**config.mk**
```make
export PLATFORM = sky130hd
export DESIGN_NAME = usbepr_top
export DESIGN_NICKNAME = d
export VERILOG_FILES = /design/src/include/usbepr_pkg.sv /design/src/rtl/usbepr_top.sv
export SDC_FILE = /design/constraint.sdc
export NUM_CORES = 1
export LEC_CHECK = 0
export BUFFER_PORTS_ARGS = -buffer_cell sky130_fd_sc_hd__buf_4
export CORE_MARGIN = 8
export CORE_UTILIZATION = 31
export DETAILED_ROUTE_END_ITERATION = 7
export HOLD_SLACK_MARGIN = 0.1
export PLACE_DENSITY = 0.52
export SYNTH_ARGS = -nofsm -noshare
export SYNTH_HDL_FRONTEND = slang
export SYNTH_SLANG_ARGS = --single-unit
```
**constraint.sdc**
```tcl
create_clock -name sys_clk -period 3.4 [get_ports sys_clk]
set_input_delay 0.68 -clock sys_clk [delete_from_list [all_inputs] [get_ports sys_clk]]
set_output_delay 0.68 -clock sys_clk [all_outputs]
set_load 0.01 [all_outputs]
```
**src/include/usbepr_pkg.sv**
```systemverilog
// Package of register offsets, fields and constants for the endpoint registers
package usbepr_pkg;
  // ----------------------------------------------------------------------
  // Register byte addresses (word aligned)
  // ----------------------------------------------------------------------
  localparam logic [5:0] ADDR_FRAME_NUMBER_HIGH = 6'h00;
  localparam logic [5:0] ADDR_FRAME_NUMBER_LOW = 6'h04;
  localparam logic [5:0] ADDR_FRAME_CRC_STATUS = 6'h08;
  localparam logic [5:0] ADDR_ENDPOINT_SELECT = 6'h0c;
  localparam logic [5:0] ADDR_ENDPOINT_FIFO_RESET = 6'h10;
  localparam logic [5:0] ADDR_ENDPOINT_CONTROL = 6'h14;
  localparam logic [5:0] ADDR_ENDPOINT_CONFIG_TYPE = 6'h18;
  localparam logic [5:0] ADDR_ENDPOINT_CONFIG_SIZE = 6'h1c;
  localparam logic [5:0] ADDR_ENDPOINT_STATUS_MAIN = 6'h20;
  localparam logic [5:0] ADDR_ENDPOINT_STATUS_AUX = 6'h24;
  localparam logic [5:0] ADDR_ENDPOINT_FLAGS = 6'h28;
  // ----------------------------------------------------------------------
  // Field positions
  // ----------------------------------------------------------------------
  localparam int FRAME_CRC_ERROR_BIT = 4;
  localparam int STALL_REQUEST_BIT = 5;
  localparam int STALL_CANCEL_BIT = 4;
  localparam int TOGGLE_RESET_BIT = 3;
  localparam int ENDPOINT_ENABLE_BIT = 0;
  localparam int ENDPOINT_KIND_LSB = 6;
  localparam int ENDPOINT_DIRECTION_BIT = 0;
  localparam int ENDPOINT_CAPACITY_LSB = 4;
  localparam int BANK_COUNT_LSB = 2;
  localparam int MEMORY_CLAIM_BIT = 1;
  localparam int CONFIG_VALID_BIT = 7;
  localparam int ISO_OVERRUN_BIT = 6;
  localparam int ISO_STARVE_BIT = 5;
  localparam int TOGGLE_STATUS_LSB = 2;
  localparam int CONTROL_STAGE_DIR_BIT = 2;
  localparam int BANK_HANDOVER_BIT = 7;
  // ----------------------------------------------------------------------
  // Encodings and sizes
  // ----------------------------------------------------------------------
  localparam logic [2:0] ENDPOINT_SELECT_FORBIDDEN = 3'h7;
  localparam logic [1:0] KIND_CONTROL = 2'h0;
  localparam logic [1:0] KIND_ISO = 2'h1;
  localparam logic [1:0] KIND_BULK = 2'h2;
  localparam logic [1:0] KIND_INTERRUPT = 2'h3;
  localparam logic [2:0] CAPACITY_MAX_ANY = 3'h3;
  localparam logic [2:0] CAPACITY_MAX_BIG = 3'h5;
  localparam logic [2:0] BIG_ENDPOINT = 3'h1;
  localparam logic [1:0] BANKS_DOUBLE = 2'h1;
  localparam logic [1:0] BUSY_TWO = 2'h2;
  localparam logic [3:0] CAPACITY_SHIFT = 4'h3;
  localparam int FIFO_BYTES = 832;
  localparam int NUM_ENDPOINTS = 7;
  localparam logic [7:0] DATA_ZERO = 8'h00;
endpackage : usbepr_pkg

```
**src/rtl/usbepr_top.sv**
```systemverilog
// Endpoint and frame register block of a USB device controller
`timescale 1ns/10ps
module usbepr_top #(
  parameter int NUM_EP = usbepr_pkg::NUM_ENDPOINTS
) (
  input wire logic sys_clk,
  input wire logic rst_b,
  // Avalon-MM slave
  input wire logic [5:0] avs_address,
  input wire logic avs_read,
  input wire logic avs_write,
  input wire logic [31:0] avs_writedata,
  input wire logic [3:0] avs_byteenable,
  output logic [31:0] avs_readdata,
  output logic avs_waitrequest,
  // USB engine side: frame start from the packet decoder, qualified
  // by its CRC result and frame number in the same cycle
  input wire logic sof_valid,
  input wire logic sof_crc_bad,
  input wire logic [10:0] sof_frame,
  // Endpoint event pulses, all qualified by ev_ep
  input wire logic [2:0] ev_ep,
  input wire logic ev_setup,
  input wire logic ev_setup_dir_in,
  input wire logic ev_bank_filled,
  input wire logic ev_bank_freed,
  input wire logic ev_toggle,
  input wire logic ev_toggle_valid,
  input wire logic ev_overrun,
  input wire logic ev_starve,
  // Bus reset is a level; it clears enables on every cycle it stands without a control write
  input wire logic usb_bus_reset,
  // Engine-facing outputs, each a flip-flop
  output logic frame_start_flag,
  output logic [6:0] endpoint_fifo_clear,
  output logic [6:0] stall_active,
  output logic [6:0] toggle_zero_req,
  output logic [6:0] bank_release,
  output logic [6:0] ep_enabled
);
  import usbepr_pkg::*;

  // ----------------------------------------------------------------------
  // Storage
  // ----------------------------------------------------------------------
  // Frame tracking
  logic [10:0] frame_number_q;
  logic frame_crc_error_q;
  logic frame_start_q;
  // Global endpoint registers
  logic [2:0] endpoint_select_q;
  logic [6:0] fifo_clear_q;
  // Per-endpoint control, one bit or field for each endpoint
  logic [NUM_EP-1:0] stall_q;
  logic [NUM_EP-1:0] toggle_zero_q;
  logic [NUM_EP-1:0] enable_q;
  // Per-endpoint configuration
  logic [1:0] kind_q [NUM_EP];
  logic [NUM_EP-1:0] dir_q;
  logic [2:0] capacity_q [NUM_EP];
  logic [1:0] banks_q [NUM_EP];
  logic [NUM_EP-1:0] claim_q;
  logic [NUM_EP-1:0] cfg_ok_q;
  // Per-endpoint status kept by the engine events
  logic [NUM_EP-1:0] overrun_q;
  logic [NUM_EP-1:0] starve_q;
  logic [NUM_EP-1:0] toggle_q;
  logic [1:0] busy_q [NUM_EP];
  logic [NUM_EP-1:0] ctrl_dir_q;
  logic [NUM_EP-1:0] active_bank_q;
  logic [NUM_EP-1:0] handover_q;
  logic [NUM_EP-1:0] release_q;
  // Bus side: registered read data and waitrequest
  logic [31:0] rdata_q;
  logic wait_q;

  // Access is taken in one cycle; waitrequest drops for a single cycle.
  // A request seen with waitrequest high loads read data; a write lands
  // on the following edge, where the master samples waitrequest low, so
  // a master that gives up early never leaves a half-done write behind.
  // Only byte lane 0 carries register bits; the upper lanes read zero.
  logic acc;
  logic wr;
  logic [7:0] wd;
  logic [2:0] sel;
  assign acc = (avs_read | avs_write) & wait_q;
  assign wr = avs_write & ~wait_q & avs_byteenable[0];
  assign wd = avs_writedata[7:0];
  assign sel = endpoint_select_q;

  // Configuration fits: size within limits for this endpoint and bank
  // count legal, and the bank memory within the whole FIFO.
  // Each endpoint is checked on its own against the whole FIFO; the sum
  // over all claimed endpoints is not tracked, so software must still
  // keep the total within the shared memory.
  function automatic logic cfg_fits(input logic [2:0] ep,
                                    input logic [2:0] cap,
                                    input logic [1:0] bk);
    logic [2:0] lim;
    logic [11:0] bytes;
    lim = (ep == BIG_ENDPOINT) ? CAPACITY_MAX_BIG : CAPACITY_MAX_ANY;
    bytes = 12'(12'h8 << cap) << bk[0];
    cfg_fits = (cap <= lim) && !bk[1] && (int'(bytes) <= FIFO_BYTES);
  endfunction : cfg_fits

  // ----------------------------------------------------------------------
  // Frame number tracking
  // ----------------------------------------------------------------------
  // Loaded on every SOF, good CRC or not
  // The CRC flag moves with the start flag so both read as one event
  always_ff @(posedge sys_clk or negedge rst_b) begin
    if (!rst_b) begin
      frame_number_q <= 11'h000;
      frame_crc_error_q <= 1'b0;
      frame_start_q <= 1'b0;
    end else begin
      // Start flag is a one-cycle copy of the decoder strobe
      frame_start_q <= sof_valid;
      if (sof_valid) begin
        frame_number_q <= sof_frame;
        frame_crc_error_q <= sof_crc_bad;
      end
    end
  end

  // ----------------------------------------------------------------------
  // Global endpoint registers
  // ----------------------------------------------------------------------
  // Select and FIFO clear bits; the all-ones select is kept off by software
  // A select of all ones is stored as written but reads back zeroes
  always_ff @(posedge sys_clk or negedge rst_b) begin
    if (!rst_b) begin
      endpoint_select_q <= 3'h0;
      fifo_clear_q <= 7'h00;
    end else if (wr) begin
      if (avs_address == ADDR_ENDPOINT_SELECT)
        endpoint_select_q <= wd[2:0];
      if (avs_address == ADDR_ENDPOINT_FIFO_RESET)
        fifo_clear_q <= wd[6:0];
    end
  end

  // ----------------------------------------------------------------------
  // Per-endpoint state
  // ----------------------------------------------------------------------
  for (genvar i = 0; i < NUM_EP; i++) begin : g_ep
    logic me;
    logic hit;
    logic in_fifo_rst;
    // Register access and engine events are matched separately
    assign me = (sel == 3'(i));
    assign hit = (ev_ep == 3'(i));
    assign in_fifo_rst = fifo_clear_q[i];

    // Cancel is written after request so a write with both bits set
    // leaves the endpoint unstalled; the toggle reset is a pulse that
    // lives for one cycle only
    // Control register: stall, toggle reset, enable
    always_ff @(posedge sys_clk or negedge rst_b) begin
      if (!rst_b) begin
        stall_q[i] <= 1'b0;
        toggle_zero_q[i] <= 1'b0;
        enable_q[i] <= 1'b0;
      end else begin
        toggle_zero_q[i] <= 1'b0;
        // Bus reset clears enables; a write in that cycle still wins
        if (usb_bus_reset)
          enable_q[i] <= 1'b0;
        if (wr && me && avs_address == ADDR_ENDPOINT_CONTROL) begin
          if (wd[STALL_REQUEST_BIT])
            stall_q[i] <= 1'b1;
          if (wd[STALL_CANCEL_BIT])
            stall_q[i] <= 1'b0;
          toggle_zero_q[i] <= wd[TOGGLE_RESET_BIT];
          enable_q[i] <= wd[ENDPOINT_ENABLE_BIT];
        end
        // A fresh SETUP ends a stall even on the same cycle as a request
        if (ev_setup && hit)
          stall_q[i] <= 1'b0;
      end
    end

    // The fit is judged on the written fields, not the stored ones, so
    // config_valid is right in the same cycle as the new size
    // Configuration registers and the fit check on claim
    always_ff @(posedge sys_clk or negedge rst_b) begin
      if (!rst_b) begin
        kind_q[i] <= KIND_CONTROL;
        dir_q[i] <= 1'b0;
        capacity_q[i] <= 3'h0;
        banks_q[i] <= 2'h0;
        claim_q[i] <= 1'b0;
        cfg_ok_q[i] <= 1'b0;
      end else if (wr && me) begin
        if (avs_address == ADDR_ENDPOINT_CONFIG_TYPE) begin
          kind_q[i] <= wd[ENDPOINT_KIND_LSB +: 2];
          dir_q[i] <= wd[ENDPOINT_DIRECTION_BIT];
        end
        if (avs_address == ADDR_ENDPOINT_CONFIG_SIZE) begin
          capacity_q[i] <= wd[ENDPOINT_CAPACITY_LSB +: 3];
          banks_q[i] <= wd[BANK_COUNT_LSB +: 2];
          claim_q[i] <= wd[MEMORY_CLAIM_BIT];
          // Releasing the memory also drops the fit result
          if (wd[MEMORY_CLAIM_BIT])
            cfg_ok_q[i] <= cfg_fits(3'(i), wd[ENDPOINT_CAPACITY_LSB +: 3],
                                    wd[BANK_COUNT_LSB +: 2]);
          else
            cfg_ok_q[i] <= 1'b0;
        end
      end
    end

    // Iso flow flags: hardware set wins over a software clear
    // Events on other kinds are dropped; the engine may report them freely
    always_ff @(posedge sys_clk or negedge rst_b) begin
      if (!rst_b) begin
        overrun_q[i] <= 1'b0;
        starve_q[i] <= 1'b0;
      end else begin
        if (wr && me && avs_address == ADDR_ENDPOINT_STATUS_MAIN) begin
          if (!wd[ISO_OVERRUN_BIT])
            overrun_q[i] <= 1'b0;
          if (!wd[ISO_STARVE_BIT])
            starve_q[i] <= 1'b0;
        end
        // Set after the clear so a same-cycle event is never lost
        if (ev_overrun && hit && kind_q[i] == KIND_ISO)
          overrun_q[i] <= 1'b1;
        if (ev_starve && hit && kind_q[i] == KIND_ISO)
          starve_q[i] <= 1'b1;
      end
    end

    // Bank bookkeeping, toggle and control direction
    // A FIFO clear holds every bank field at zero while it stands; the
    // control direction is kept, as it belongs to the last SETUP only.
    // Fill and free in one cycle count as a fill, or as a free when two banks
    // are already busy; the engine never does both on one endpoint at once.
    always_ff @(posedge sys_clk or negedge rst_b) begin
      if (!rst_b) begin
        toggle_q[i] <= 1'b0;
        busy_q[i] <= 2'h0;
        ctrl_dir_q[i] <= 1'b0;
        active_bank_q[i] <= 1'b0;
        handover_q[i] <= 1'b0;
        release_q[i] <= 1'b0;
      end else if (in_fifo_rst) begin
        toggle_q[i] <= 1'b0;
        busy_q[i] <= 2'h0;
        active_bank_q[i] <= 1'b0;
        handover_q[i] <= 1'b0;
        release_q[i] <= 1'b0;
      end else begin
        release_q[i] <= 1'b0;
        if (toggle_zero_q[i])
          toggle_q[i] <= 1'b0;
        else if (ev_toggle_valid && hit)
          toggle_q[i] <= ev_toggle;
        if (ev_setup && hit)
          ctrl_dir_q[i] <= ev_setup_dir_in;
        if (ev_bank_filled && hit && busy_q[i] != BUSY_TWO)
          busy_q[i] <= busy_q[i] + 2'h1;
        else if (ev_bank_freed && hit && busy_q[i] != 2'h0)
          busy_q[i] <= busy_q[i] - 2'h1;
        // Software clear hands the bank over; double-banked non-control endpoints also swap to the other bank
        if (wr && me && avs_address == ADDR_ENDPOINT_FLAGS &&
            !wd[BANK_HANDOVER_BIT] && handover_q[i]) begin
          handover_q[i] <= 1'b0;
          release_q[i] <= 1'b1;
          if (banks_q[i] == BANKS_DOUBLE && kind_q[i] != KIND_CONTROL)
            active_bank_q[i] <= ~active_bank_q[i];
        end
        // A new packet sets the handover bit again even on a clear cycle
        if ((ev_bank_filled || ev_setup) && hit)
          handover_q[i] <= 1'b1;
      end
    end
  end

  // ----------------------------------------------------------------------
  // Avalon-MM read path and handshake
  // ----------------------------------------------------------------------
  // Reads of the endpoint registers show the selected endpoint only
  // Read data is zero outside the answer cycle, so a master that
  // samples late sees zero rather than a stale word.
  // The forbidden select makes every register read zero; no endpoint
  // storage is indexed past its end.
  always_ff @(posedge sys_clk or negedge rst_b) begin
    if (!rst_b) begin
      rdata_q <= 32'h0000_0000;
      wait_q <= 1'b1;
    end else begin
      // Waitrequest low for exactly the cycle after a taken request
      wait_q <= ~acc;
      rdata_q <= 32'h0000_0000;
      if (acc && avs_read && sel != ENDPOINT_SELECT_FORBIDDEN) begin
        unique case (avs_address)
          ADDR_FRAME_NUMBER_HIGH: rdata_q[2:0] <= frame_number_q[10:8];
          ADDR_FRAME_NUMBER_LOW: rdata_q[7:0] <= frame_number_q[7:0];
          ADDR_FRAME_CRC_STATUS:
            rdata_q[FRAME_CRC_ERROR_BIT] <= frame_crc_error_q;
          ADDR_ENDPOINT_SELECT: rdata_q[2:0] <= endpoint_select_q;
          ADDR_ENDPOINT_FIFO_RESET: rdata_q[6:0] <= fifo_clear_q;
          ADDR_ENDPOINT_CONTROL: begin
            rdata_q[STALL_REQUEST_BIT] <= stall_q[sel];
            rdata_q[ENDPOINT_ENABLE_BIT] <= enable_q[sel];
          end
          ADDR_ENDPOINT_CONFIG_TYPE: begin
            rdata_q[ENDPOINT_KIND_LSB +: 2] <= kind_q[sel];
            rdata_q[ENDPOINT_DIRECTION_BIT] <= dir_q[sel];
          end
          ADDR_ENDPOINT_CONFIG_SIZE: begin
            rdata_q[ENDPOINT_CAPACITY_LSB +: 3] <= capacity_q[sel];
            rdata_q[BANK_COUNT_LSB +: 2] <= banks_q[sel];
            rdata_q[MEMORY_CLAIM_BIT] <= claim_q[sel];
          end
          ADDR_ENDPOINT_STATUS_MAIN: begin
            rdata_q[CONFIG_VALID_BIT] <= cfg_ok_q[sel];
            rdata_q[ISO_OVERRUN_BIT] <= overrun_q[sel];
            rdata_q[ISO_STARVE_BIT] <= starve_q[sel];
            rdata_q[TOGGLE_STATUS_LSB] <= toggle_q[sel];
            rdata_q[1:0] <= busy_q[sel];
          end
          // Active bank is forced to zero on control endpoints
          ADDR_ENDPOINT_STATUS_AUX: begin
            rdata_q[CONTROL_STAGE_DIR_BIT] <= ctrl_dir_q[sel];
            rdata_q[0] <= (kind_q[sel] != KIND_CONTROL) &
                          active_bank_q[sel];
          end
          ADDR_ENDPOINT_FLAGS:
            rdata_q[BANK_HANDOVER_BIT] <= handover_q[sel];
          default: rdata_q <= 32'h0000_0000;
        endcase
      end
    end
  end

  // ----------------------------------------------------------------------
  // Outputs, all registered
  // ----------------------------------------------------------------------
  // Each output is a plain copy of a flip-flop, no logic after it
  assign avs_readdata = rdata_q;
  assign avs_waitrequest = wait_q;
  assign frame_start_flag = frame_start_q;
  assign endpoint_fifo_clear = fifo_clear_q;
  assign stall_active = 7'(stall_q);
  assign toggle_zero_req = 7'(toggle_zero_q);
  assign bank_release = 7'(release_q);
  assign ep_enabled = 7'(enable_q);

endmodule : usbepr_top

```
# Word-level counts from Yosys, hierarchy flattened
# Cells that the tools add are included.
[totals] ff_bits=210 latch_bits=0 ram_bits=0 rom_bits=0 output_inout_bits=69 word_cells=705 mem_count=0
[classes] n_addsub=14 multipliers=0 div=0 magnitude_cmp=5 eq_ne=58 shifts=2 muxes=204 n_bitwise=22 reduce_logical=274
[ops] cell="$mux 1" n=151
[ops] cell="$logic_and 1x1->1" n=132
[ops] cell="$reduce_bool 2->1" n=57
[ops] cell="$reduce_and 2->1" n=51
[ops] cell="$reduce_bool 3->1" n=28
[ops] cell="$mux 2" n=27
[ops] cell="$bmux 1 s3" n=11
[ops] cell="$eq 2x1->1 const B" n=14
[ops] cell="$ne 2x1->1 const B" n=14
[ops] cell="$eq 6x5->1 const B" n=4
[ops] cell="$bmux 2 s3" n=3
[ops] cell="$eq 3x3->1 const B" n=6
[ops] cell="$eq 6x6->1 const B" n=3
[ops] cell="$not 1->1" n=16
[ops] cell="$add 2x1->2 const B" n=7
[ops] cell="$ne 2x2->1 const B" n=7
[ops] cell="$sub 2x1->2 const B" n=7
[ops] cell="$eq 3x2->1 const B" n=4
[ops] cell="$eq 6x4->1 const B" n=2
[ops] cell="$le 12x10->1 const B" n=1
[ops] cell="$shl 12x1->12" n=1
[ops] cell="$shl 4x3->12 const A" n=1
[ops] cell="$pmux 1 s5" n=2
[ops] cell="$bmux 3 s3" n=1
[ops] cell="21 further kinds" n=29

# Longest topological paths before layout
[logic_depth] word_depth=10 mapped_depth=8

# Worst setup path before layout
# OpenSTA, ideal clock, no wires.
[synth_timing] path_kind="input to register" startpoint="in avs_address[5]" endpoint="reg banks_q[2] in the netlist's numbering" setup_ps=125 t_arrival_ps=2358 required_time_ps=3275 slack_ps=917 path_stages=6 cell_sequence="buf_6 or4b_1 buf_4 or2_4 nor3_4 mux2_2"
[synth_between] elab_chain_len=2
[synth_lines] element="start, declared" line="usbepr_top.sv:9" text="input wire logic [5:0] avs_address,"
[synth_lines] element="$eq 6x5->1" line="usbepr_top.sv:199" text="if (avs_address == ADDR_ENDPOINT_CONFIG_SIZE) begin"
[synth_lines] element="$reduce_and 2->1 (no line)"
[synth_lines] element="end signal, assigned by index" line="usbepr_top.sv:201" text="banks_q[i] <= wd[BANK_COUNT_LSB +: 2];"
[synth_lines] element="end, declared" line="usbepr_top.sv:61" text="logic [1:0] banks_q [NUM_EP];"
# Every way passes these cells.
# A chain may end at the register's enable or synchronous reset.

# Worst setup path in the final report
[layout_timing] startpoint="reg endpoint_select_q[1]" endpoint="reg banks_q[13] in the netlist's numbering"
[layout_between] elab_chain_len=3
[layout_lines] element="start, declared" line="usbepr_top.sv:51" text="logic [2:0] endpoint_select_q;"
[layout_lines] element="start signal, assigned" line="usbepr_top.sv:137" text="endpoint_select_q <= wd[2:0];"
[layout_lines] element="$logic_not 3->1" line="usbepr_top.sv:151" text="assign me = (sel == 3'(i));"
[layout_lines] element="$logic_and 1x1->1" line="usbepr_top.sv:194" text="end else if (wr && me) begin"
[layout_lines] element="$reduce_and 2->1 (no line)"
# Every way passes these cells.

==> flow_summary.toml <==
[outcome]
status = "complete, no violations"

[sta]
rsz0062_at_grt = "no"
worstMarginPinSlew_ns = 0.764
final.setup.tns_ns = 0
whs_ns = 0.269
skew_ns = 0.0105
maxSlewViolCount = 0
relSlewSlack_pct = 48.6
fmax_mhz = 387
hold_violations = 0
period_share_pct = 76.1
setup_viol = 0
period_needed_ns = 2.59

[synthesis]
netlist-cell-type-count = 58
synth_edf_count = 0
yosys.area.top_type = "dfrtp_1"
yosysMostFrequentCell = "dfrtp_1"
netlist_top_cells_count = "dfrtp_1, mux2_2, nand2_1, nor2_1, o21ai_0"
synth.area.top_cells = "dfrtp_1, mux2_2, mux4_2"
yosys_warnings = 0
synth-seq-cells = 186
avgSynthCellArea_sq_um = 11.3
synth_cells = 832
synth_top_cell_area_share_pct = 49.1
async_flop_share_pct = 100
netlist_area_sq_um = 9420
ys.flop_type = "dfrtp_1"
seq_area_frac_synth_pct = 49.4

[die]
initial_core_util_pct = 31.1
die_x_um = 190
io-pin-count = 140
die_h_um = 190
dieArea_sq_um = 36200
core_sq_um = 30300
rows = 64

[detailed_routing]
wire_per_inst_um = 22.2
ant_nets = 0
drc_errors = 0
avgViaCountPerCell = 5.27
initialDrtViolationCount = 533
vias = 6983
drt_wl_total_mm = 29.4
dr.pass1.iters = 5

[critical_path]
crit_required_ns = 3.72
endpoint_kind = "register"
cp_common_cell = "buf_4"
critPathSlowestCell = "dfrtp_2"
slowest_delay_ns = 0.67
critical_path.max_fanout = 29
cp.buffers_inverters = 2
cp.arrival_ns = 2.90
startpoint_type = "register"
crit_family = "simple AND/OR/NAND/NOR gates"
path_cells = "buf_4 > nor4_1 > buf_4 > nand2_1 > mux2_2"
r2r-start = "endpoint_select_q[1]"
criticalPathCategory = "reg -> reg"
crit_start = "endpoint_select_q[1]"

[worst_hold_path]
min_path_type = "in -> async"

[grt]
grtUsageMet3_pct = 3.60
grtUsageMet2_pct = 25.5
track_usage_pct = 16.3
antenna_found_initial = 0
top_usage_layer = "met2"
grt_max_degree = 80
grt.overflow.total = 0
grtUsageMet1_pct = 22.3
grt_pass1_vias = 7123
grt_pass1_wl_mm = 44.8

[finish]
area_growth_pct = 17.6
drive_above_1_share_pct = 30.3
fillers = 3006
diodes = 0
regArea_sq_um = 4660
multi_input_area_sq_um = 4390
final_cell_area_sq_um = 11100
fin_nets = 986

[cts]
cts.sinks = 186
path_clk_slew_ns = 0.07
clk_latency_ns = 0.44
numCtsBuffers = 17
cts-root-buf = "clkbuf_16"
cts_setup_buffers = 0
clk_path_buf_depth = 2
cts_resized = 0
cts_tree = "built"
htree_levels = 4
holdBufCountCts = 0

[pwr]
power_density_nw_per_um2 = 470
vdd_ir_drop_max_v = 0.000301
power_leakage_uw = 0.00487
total_power_uw = 5210

[place]
io_buffers = 88
placed_area_sq_um = 10500
dpl.hpwl_mm = 21.4
place_congestion = 0.868

[run]
cap_violations = 0
registers in the layout (all words and copies together), names as in the netlist, 8 cells and up:
register and count:
capacity_q 21, banks_q 14, busy_q 14, kind_q 14, frame_number_q 11, avs_readdata 8
routing by layer:
metal	part of all wire, %	vias to the layer above
met5	0	-
met4	1.5	0
met3	6.6	23
met2	46	222
met1	46	3567
li1	-	3171
path summary, 6_finish.rpt:
kind / cells after the start / endpoint / slack (ns)
min in group sys_clk: 2 / avs_waitrequest / 0.39
setup / recovery: 5 / banks_q[13] / 0.81
hold / removal: 1 / ep_enabled[2] / 0.27
hold reg to reg: 1 / toggle_q[1] / 0.44
max in group asynchronous: 2 / avs_waitrequest / 2.30
setup reg to reg: 5 / banks_q[13] / 0.81
layout by cell type (no fill, tap or decap), types with 16 or more instances in the layout:
cell       count
clkbuf_16     17
buf_4        116
nand2_1       72
o21ai_0       38
a21oi_1       23
conb_1        24
dfrtp_1      183
mux2_2        92
o211ai_1      21
mux4_2        20
mux2i_1       36
nor2_1        46
nor3b_1       24
a22oi_1       16
report_power, final:
| group | leakage, uW | internal, uW | switching, uW |
|---|---|---|---|
| clock network | 0.000277 | 1080 | 897 |
| logic | 0.00214 | 310 | 341 |
| registers | 0.00246 | 2380 | 197 |
| total | 0.00487 | 3770 | 1440 |
per-stage QoR:
stage	std cells	setup WS (ns)	utilization, %
2_1_floorplan	855	0.917	-
3_3_place_gp	1292	0.518	34.7
3_5_place_dp	1292	0.506	34.7
4_1_cts	1324	0.814	36.6
5_1_grt	1324	0.701	36.6
6_report	1324	0.814	36.6
cell families after synthesis:
| kind of cell | after synthesis | share of synthesized area, % |
|---|---|---|
| simple gates | 247 | 14.2 |
| flops | 186 | 49.4 |
| compound gates | 153 | 11.1 |
| mux | 148 | 19.6 |
| buf+inv | 89 | 4.86 |
| xor+xnor | 8 | 0.744 |
| other cells | 1 | 0.0398 |
layout make-up:
class | instances | area share [%]
clock inverter | 11 | 0.994
multi-input combinational | 580 | 39.7
inverter | 12 | 0.407
clock buffer | 21 | 4.25
tap | 396 | 4.47
timing repair buffer | 118 | 8.17
sequential | 186 | 42.1
No activity file was read; power rests on OpenSTA's default activity.
